===== src/lts_consts.svh =====
// constants for the loop telegram switch and spread transmitter
// Contract
// keep sending the current telegram repeatedly, back to back, without end
// on telegram change insert a constant all-zeros or all-ones run
// the filler run is at least 75 and at most 128 bits long
// switch-over may happen at any bit position of either telegram
// one of fifteen operational codes 0 to 14, each 472 chips long
// code number 15 is test only, never used operationally
// receiver accepts only messages spread with its handed code number; lts_loop_rx only flags rx_bad and still strobes every bit
// carrier is spread with the assigned code; receiver despreads with its own
// telegram bits go out at the rate they arrive from the source
// code number held stable while sending; one full code pass per bit
`ifndef LTS_CONSTS_SVH
`define LTS_CONSTS_SVH
`define LTS_FILL_MIN      8'd75
`define LTS_FILL_MAX      8'd128
`define LTS_FILL_DEFAULT  8'd100
`define LTS_CHIP_LEN      472
`define LTS_CODE_TEST     4'hf
`define LTS_CODE_LAST_OP  4'he
`endif


===== src/lts_pkg.sv =====
// types for the loop telegram switch and spread transmitter
`default_nettype none
package lts_pkg;
    typedef enum logic [1:0] {
        LTS_IDLE,
        LTS_TELEGRAM,
        LTS_FILL
    } lts_state_t;
endpackage
`default_nettype wire


===== src/lts_chip_if.sv =====
// interface between the framer and the chip spreader
`timescale 1ns/1ps
`default_nettype none
interface lts_chip_if;
    logic       bit_valid;
    logic       bit_value;
    logic       bit_ready;
    modport framer  (output bit_valid, output bit_value, input bit_ready);
    modport spreader(input bit_valid, input bit_value, output bit_ready);
endinterface
`default_nettype wire


===== src/lts_spreader.sv =====
// direct-sequence spreader: one full code pass per data bit
`timescale 1ns/1ps
`default_nettype none
`include "lts_consts.svh"
module lts_spreader #(
    parameter int CHIP_LEN = `LTS_CHIP_LEN
) (
    input  wire logic               clk,
    input  wire logic               rst_n,
    lts_chip_if.spreader            cif,
    input  wire logic [CHIP_LEN-1:0] code_chips,
    output logic                    chip_out_ff,
    output logic                    chip_valid_ff,
    output logic                    bit_start_ff
);
    localparam int CW = $clog2(CHIP_LEN);
    localparam logic [CW-1:0] LAST = CW'(CHIP_LEN - 1);
    logic [CW-1:0] chip_idx_ff;
    logic          busy_ff;
    logic          cur_bit_ff;
    assign cif.bit_ready = !busy_ff || (chip_idx_ff == LAST);

    always_ff @(posedge clk or negedge rst_n) begin
        if (!rst_n) begin
            busy_ff     <= 1'b0;
            chip_idx_ff <= '0;
            cur_bit_ff  <= 1'b0;
        end else if (cif.bit_valid && cif.bit_ready) begin
            busy_ff     <= 1'b1;
            chip_idx_ff <= '0;
            cur_bit_ff  <= cif.bit_value;
        end else if (busy_ff) begin
            if (chip_idx_ff == LAST) begin
                busy_ff <= 1'b0;
            end else begin
                chip_idx_ff <= chip_idx_ff + 1'b1;
            end
        end
    end

    always_ff @(posedge clk or negedge rst_n) begin
        if (!rst_n) begin
            chip_out_ff   <= 1'b0;
            chip_valid_ff <= 1'b0;
            bit_start_ff  <= 1'b0;
        end else begin
            chip_valid_ff <= busy_ff;
            bit_start_ff  <= busy_ff && (chip_idx_ff == '0);
            chip_out_ff   <= busy_ff & (cur_bit_ff ^ code_chips[chip_idx_ff]);
        end
    end
endmodule
`default_nettype wire


===== src/lts_framer.sv =====
// telegram repeater with filler insertion, feeding the spreader
`timescale 1ns/1ps
`default_nettype none
`include "lts_consts.svh"
module lts_framer #(
    parameter int        TEL_LEN   = 1100,
    parameter int        CHIP_LEN  = `LTS_CHIP_LEN,
    parameter logic [7:0] FILL_LEN = `LTS_FILL_DEFAULT
) (
    input  wire logic                clk,
    input  wire logic                rst_n,
    input  wire logic                tel_bit_valid,
    input  wire logic                tel_bit,
    input  wire logic                tel_switch,
    output logic                     tel_bit_ready,
    input  wire logic                fill_level,
    input  wire logic [3:0]          spreading_code_number,
    input  wire logic                test_enable,
    input  wire logic [CHIP_LEN-1:0] code_chips,
    output logic [3:0]               code_in_use_ff,
    output logic                     code_rejected_ff,
    output logic                     filling_ff,
    output logic                     chip_out_ff,
    output logic                     chip_valid_ff,
    output logic                     bit_start_ff
);
    // filler length clamped into the legal window
    localparam logic [7:0] FILL_USE = (FILL_LEN < `LTS_FILL_MIN) ? `LTS_FILL_MIN :
                                      (FILL_LEN > `LTS_FILL_MAX) ? `LTS_FILL_MAX : FILL_LEN;
    lts_chip_if cif();
    lts_pkg::lts_state_t state_ff;
    logic [7:0] fill_cnt_ff;
    logic       fill_val_ff;
    logic       code_ok;

    assign code_ok = (spreading_code_number <= `LTS_CODE_LAST_OP) ||
                     (test_enable && spreading_code_number == `LTS_CODE_TEST);
    // source bits pass one for one, no rate change or buffering
    assign tel_bit_ready = (state_ff == lts_pkg::LTS_TELEGRAM) && cif.bit_ready && !tel_switch;
    // on the switch edge the first filler bit is offered, so the chip stream has no gap
    assign cif.bit_valid = (state_ff == lts_pkg::LTS_TELEGRAM) ? (tel_switch ? code_ok : tel_bit_valid) :
                           (state_ff == lts_pkg::LTS_FILL);
    assign cif.bit_value = (state_ff == lts_pkg::LTS_FILL) ? fill_val_ff :
                           (tel_switch ? fill_level : tel_bit);

    always_ff @(posedge clk or negedge rst_n) begin
        if (!rst_n) begin
            state_ff    <= lts_pkg::LTS_IDLE;
            fill_cnt_ff <= 8'h00;
            fill_val_ff <= 1'b0;
        end else begin
            case (state_ff)
                lts_pkg::LTS_IDLE: begin
                    if (code_ok) begin
                        state_ff <= lts_pkg::LTS_TELEGRAM;
                    end
                end
                lts_pkg::LTS_TELEGRAM: begin
                    if (!code_ok) begin
                        state_ff <= lts_pkg::LTS_IDLE;
                    end else if (tel_switch) begin
                        // switch taken at whatever bit is current
                        state_ff    <= lts_pkg::LTS_FILL;
                        // a filler bit taken on this edge already counts
                        fill_cnt_ff <= cif.bit_ready ? 8'h01 : 8'h00;
                        fill_val_ff <= fill_level;
                    end
                    // otherwise keep relaying the repeating source stream
                end
                lts_pkg::LTS_FILL: begin
                    if (cif.bit_ready) begin
                        if (fill_cnt_ff == FILL_USE - 8'h01) begin
                            state_ff <= lts_pkg::LTS_TELEGRAM;
                        end else begin
                            fill_cnt_ff <= fill_cnt_ff + 8'h01;
                        end
                    end
                end
                default: state_ff <= lts_pkg::LTS_IDLE;
            endcase
        end
    end

    // code latched only while idle so it stays fixed during a transmission
    always_ff @(posedge clk or negedge rst_n) begin
        if (!rst_n) begin
            code_in_use_ff   <= 4'h0;
            code_rejected_ff <= 1'b0;
        end else begin
            code_rejected_ff <= !code_ok;
            if (state_ff == lts_pkg::LTS_IDLE && code_ok) begin
                code_in_use_ff <= spreading_code_number;
            end
        end
    end

    always_ff @(posedge clk or negedge rst_n) begin
        if (!rst_n) begin
            filling_ff <= 1'b0;
        end else begin
            filling_ff <= (state_ff == lts_pkg::LTS_FILL);
        end
    end

    lts_spreader #(
        .CHIP_LEN(CHIP_LEN)
    ) u_spreader (
        .clk          (clk),
        .rst_n        (rst_n),
        .cif          (cif),
        .code_chips   (code_chips),
        .chip_out_ff  (chip_out_ff),
        .chip_valid_ff(chip_valid_ff),
        .bit_start_ff (bit_start_ff)
    );
endmodule
`default_nettype wire


===== config.mk =====
export PLATFORM = sky130hd
export DESIGN_NAME = lts_framer
export DESIGN_NICKNAME = d
export VERILOG_FILES = /design/src/lts_pkg.sv /design/src/lts_chip_if.sv /design/src/lts_spreader.sv /design/src/lts_framer.sv
export VERILOG_INCLUDE_DIRS = /design/src
export SDC_FILE = /design/constraint.sdc
export NUM_CORES = 1
export LEC_CHECK = 0
export ABC_AREA = 1
export BUFFER_PORTS_ARGS = -buffer_cell sky130_fd_sc_hd__buf_2
export CAP_MARGIN = 30
export CORE_AREA = 3 3 190 192
export DETAILED_ROUTE_END_ITERATION = 12
export DIE_AREA = 0 0 193 195
export PLACE_DENSITY = 0.48
export SETUP_SLACK_MARGIN = 0.3
export SLEW_MARGIN = 20
export SYNTH_ARGS = -nofsm -noshare
export SYNTH_HDL_FRONTEND = slang
export SYNTH_SLANG_ARGS = --single-unit

===== constraint.sdc =====
create_clock -name clk -period 2.2 [get_ports clk]
set_input_delay 0.22 -clock clk [delete_from_list [all_inputs] [get_ports clk]]
set_output_delay 0.22 -clock clk [all_outputs]
set_load 0.02 [all_outputs]

==> flow_metrics.env <==
export IMPL_run_status="complete, but fails checks"
export IMPL_failed_checks="hold timing, setup timing"
export IMPL_drt_pre_antenna_iters=5
export IMPL_fp_row_count=68
export IMPL_ant_nets=0
export IMPL_worstSetupPathType="reg -> reg"
export IMPL_synth_yosys_seq_area_share_pct=11.6
export IMPL_synth_enable_flop_cells=0
export IMPL_dieArea_mm2=0.0376
export IMPL_post_route_skew_ns=0.00900
export IMPL_drc_viols=0
export IMPL_drt_first_iter_violations=511
export IMPL_synth_compound_area_share_pct=18.2
export IMPL_syn_nets=1918
export IMPL_average_vias_per_placed_instance=4.45
export IMPL_h_tree_depth=2
export IMPL_maxSlewViolCount=0
export IMPL_synth_most_common_cell="sky130_fd_sc_hd__nand2_1"
export IMPL_cpMaxStageDelayCell="sky130_fd_sc_hd__dfrtp_4"
export IMPL_tightest_slew_ns=1.00
export IMPL_setup_reg_to_reg_worst_slack_ns=-0.17
export IMPL_synth_area_leaders="sky130_fd_sc_hd__nand2_1 28%, sky130_fd_sc_hd__nor2_1 19%, sky130_fd_sc_hd__o21ai_0 12%"
export IMPL_finalCriticalPeriod_ns=2.37
export IMPL_r2r_cells=17
export IMPL_final_setup_viol_count=3
export IMPL_synthesis_area_mm2=0.00671
export IMPL_starting_density_pct=19.4
export IMPL_synthXorXnorAreaFrac_pct=0.392
export IMPL_worst_endpoint_required_ns=2.37
export IMPL_yosys_mux_area_fraction_pct=0.336
export IMPL_synthArstFlopShare_pct=100
export IMPL_setup_worst_path_end_class="flip-flop"
export IMPL_yosys_area_share_adder_pct=0.560
export IMPL_total_power_w=0.0128
export IMPL_cts_inserted_buffers=5
export IMPL_totalWireLength_mm=39.7
export IMPL_fin_nets=2408
export IMPL_ctsLongestPathBuffers=2
export IMPL_first_pass_grt_wire_length_mm=56.9
export IMPL_die_w_um=193
export IMPL_hold_class="in -> async"
export IMPL_first_global_vias=10300
export IMPL_clkSlewWorstSetupHoldPaths_ns=0.05
export IMPL_slowest_delay_ns=0.57
export IMPL_timing_critical_path_from_type="flip-flop"
export IMPL_setup_ws_ns=-0.167
export IMPL_postCtsHoldBufs=0
export IMPL_postLayoutCellArea_mm2=0.0106
export IMPL_fp_dieH_um=195
export IMPL_combinational_family_with_the_most_area_after_synthesis="simple AND/OR/NAND/NOR gates"
export IMPL_crit_path_cell_chain="buf_12, buf_12, buf_4, nor2_1, nor2_1, o21ai_0, nand2_1, nand2_1, nand2_1, nor2_2, nor2_1, nor2_1, nand3_1, nand3_1, nand2_2, a21oi_2, nor2_1"
export IMPL_drive_above_1_share_pct=33.2
export IMPL_synth_warning_count=0
export IMPL_total_leakage_power_nw=6.12
export IMPL_dr_total_vias=10600
export IMPL_grt_overflow_total=0
export IMPL_clock_insertion_delay_worst_skew_ns=0.28
export IMPL_grt_max_degree=48
export IMPL_syn_avg_cell_area_um2=4.68
export IMPL_groute_usage_overall_pct=19.5
export IMPL_cts_sinks=31
export IMPL_yosys_area_top_type="sky130_fd_sc_hd__nand2_1"
export IMPL_worst_hold_slack_across_all_endpoints_ns=-0.00354
export IMPL_fin_cells=2382
export IMPL_dominantRegCellSynth="sky130_fd_sc_hd__dfrtp_1"
export IMPL_postPlaceCellArea_mm2=0.0101
export IMPL_routedWlPerCell_um=16.7
export IMPL_worst_path_most_repeated_cell="sky130_fd_sc_hd__nor2_1"
export IMPL_io_pins=493
export IMPL_synth_cells_most_frequent="500 x sky130_fd_sc_hd__nand2_1, 343 x sky130_fd_sc_hd__nor2_1, 160 x sky130_fd_sc_hd__o21ai_0, 132 x sky130_fd_sc_hd__inv_1, 62 x sky130_fd_sc_hd__nand3_1"
export IMPL_floorplan_core_area_mm2=0.0345
export IMPL_layout_area_overhead_vs_synth_pct=57.4
export IMPL_dp_final_hpwl_mm=32.5
export IMPL_fmaxAchievable_ghz=0.422
export IMPL_yosysTopAreaCellShare_pct=28.0
export IMPL_postSynthRegisterBits=31
export IMPL_final_gp_congestion=0.875
export IMPL_clockRootBuffer="sky130_fd_sc_hd__clkbuf_16"
export IMPL_crit_path_max_fo=8
export IMPL_cts_tree="done"
export IMPL_count_of_distinct_cell_types_in_the_synthesized_netlist=34
export IMPL_postSynthCellCount=1432
export IMPL_synthSimpleGateAreaFrac_pct=54.0
export IMPL_report_final_hold_viol_count=4
export IMPL_peakVddDrop_mv=0.484
export IMPL_rsz0062_at_grt="true"
export IMPL_timing_slew_headroom_pct=33.2
export IMPL_max_cap_violations=0
export IMPL_pwr_density_cell_mw_per_mm2=1210
export IMPL_antenna_violations_before_repair=8
export IMPL_total_of_buffers_placed_on_input_and_output_ports=492
export IMPL_post_route_period_util_pct=108
export IMPL_crit_arrival_ns=2.54
export IMPL_dpl_cell_count=2361
[layout by cell type, fill, tap and decap left out, types with 4 or more instances in the layout]
master / instances
sky130_fd_sc_hd__nand2_1: 494
sky130_fd_sc_hd__buf_2: 491
sky130_fd_sc_hd__nor2_1: 320
sky130_fd_sc_hd__o21ai_0: 151
sky130_fd_sc_hd__inv_1: 131
sky130_fd_sc_hd__nand3_1: 59
sky130_fd_sc_hd__o21ai_1: 56
sky130_fd_sc_hd__buf_4: 54
sky130_fd_sc_hd__dfrtp_1: 29
sky130_fd_sc_hd__buf_12: 21
sky130_fd_sc_hd__nor2_2: 19
sky130_fd_sc_hd__nand2_2: 9
sky130_fd_sc_hd__o22ai_1: 9
sky130_fd_sc_hd__a21oi_1: 8
sky130_fd_sc_hd__nand4_1: 7
sky130_fd_sc_hd__inv_2: 5
sky130_fd_sc_hd__nor2_4: 5
sky130_fd_sc_hd__clkbuf_16: 5
sky130_fd_sc_hd__diode_2: 4
sky130_fd_sc_hd__nor3_2: 4
sky130_fd_sc_hd__buf_6: 4
[final timing paths]
path | startpoint | endpoint
worst max-delay path | u_spreader.chip_idx_ff[0] | u_spreader.chip_out_ff
worst min-delay path | rst_n | code_in_use_ff[3]
worst max register to register | u_spreader.chip_idx_ff[0] | u_spreader.chip_out_ff
worst min register to register | code_in_use_ff[0] | code_in_use_ff[0]
max in group asynchronous | rst_n | u_spreader.chip_idx_ff[1]
min in group clk | spreading_code_number[2] | code_in_use_ff[2]
[timing repair]
| action | CTS | global route |
|---|---|---|
| pin swaps | 19 | 15 |
| endpoints found under the hold margin | 0 | 0 |
| gates cloned | 3 | 0 |
| gates resized for setup | 43 | 19 |
| setup buffers | 6 | 0 |
| endpoints found under the setup margin | 17 | 20 |
[cell families after synthesis]
group | after synthesis
AND/OR/NAND/NOR | 927
AO/OA/AOI/OAI | 236
buffers and inverters | 230
flip-flops | 31
XOR/XNOR | 3
adder cells (fa/ha/maj) | 3
multiplexers | 2
[per-layer routing]
metal | share of wire, % | GRT usage (%) | wire (um) | vias to the layer above
met5 | 0.033 | 0 | 13 | -
met4 | 2.7 | 5.20 | 1060 | 2
met3 | 6.0 | 1.56 | 2400 | 53
met2 | 50 | 36.5 | 19800 | 432
met1 | 41 | 23.7 | 16400 | 4702
li1 | - | - | - | 5416
[worst max-delay path: cells and delay by family, from the launching register on]
kind	cells	cell delay (ns)
and+or+nand+nor	12	0.99
DFF	1	0.57
buffers and inverters	3	0.50
AOI/OAI and AO/OA	2	0.19
[sequential cells by signal (all words and copies together), names as in the netlist]
| register | cells |
|---|---|
| u_spreader.chip_out_ff | 1 |
| fill_cnt_ff | 8 |
| u_spreader.chip_valid_ff | 1 |
| u_spreader.cur_bit_ff | 1 |
| u_spreader.chip_idx_ff | 9 |
| u_spreader.bit_start_ff | 1 |
| state_ff | 2 |
| code_rejected_ff | 1 |
| u_spreader.busy_ff | 1 |
| code_in_use_ff | 4 |
| filling_ff | 1 |
| fill_val_ff | 1 |
[final cells by class]
type / count / area, um2
Inverter: 138 / 536
Tap cell: 455 / 569
Multi-Input combinational cell: 1171 / 5060
Antenna cell: 4 / 10.0
Clock buffer: 6 / 129
Fill cell: 4052 / 24000
Sequential cell: 31 / 783
Timing Repair Buffer: 575 / 3460
Clock inverter: 2 / 12.5
[per-stage QoR]
stage	setup TNS, ns	utilization [%]	worst slack [ns]
6_report	-0.358	30.6	-0.167
5_1_grt	-1.32	30.6	-0.362
4_1_cts	-0.353	30.4	-0.171
3_5_place_dp	-0.423	29.2	-0.372
3_3_place_gp	-0.437	29.2	-0.437
2_1_floorplan	0	-	0.261
[report_power, final]
group | leakage, nW | total, W | internal, W | switching, W
logic | 5.68 | 0.0111 | 0.00435 | 0.00675
registers | 0.372 | 0.00100 | 0.000776 | 0.000225
clock network | 0.0669 | 0.000673 | 0.000417 | 0.000256
total | 6.12 | 0.0128 | 0.00554 | 0.00723
Note: power is estimated with default switching activity, not from simulation.
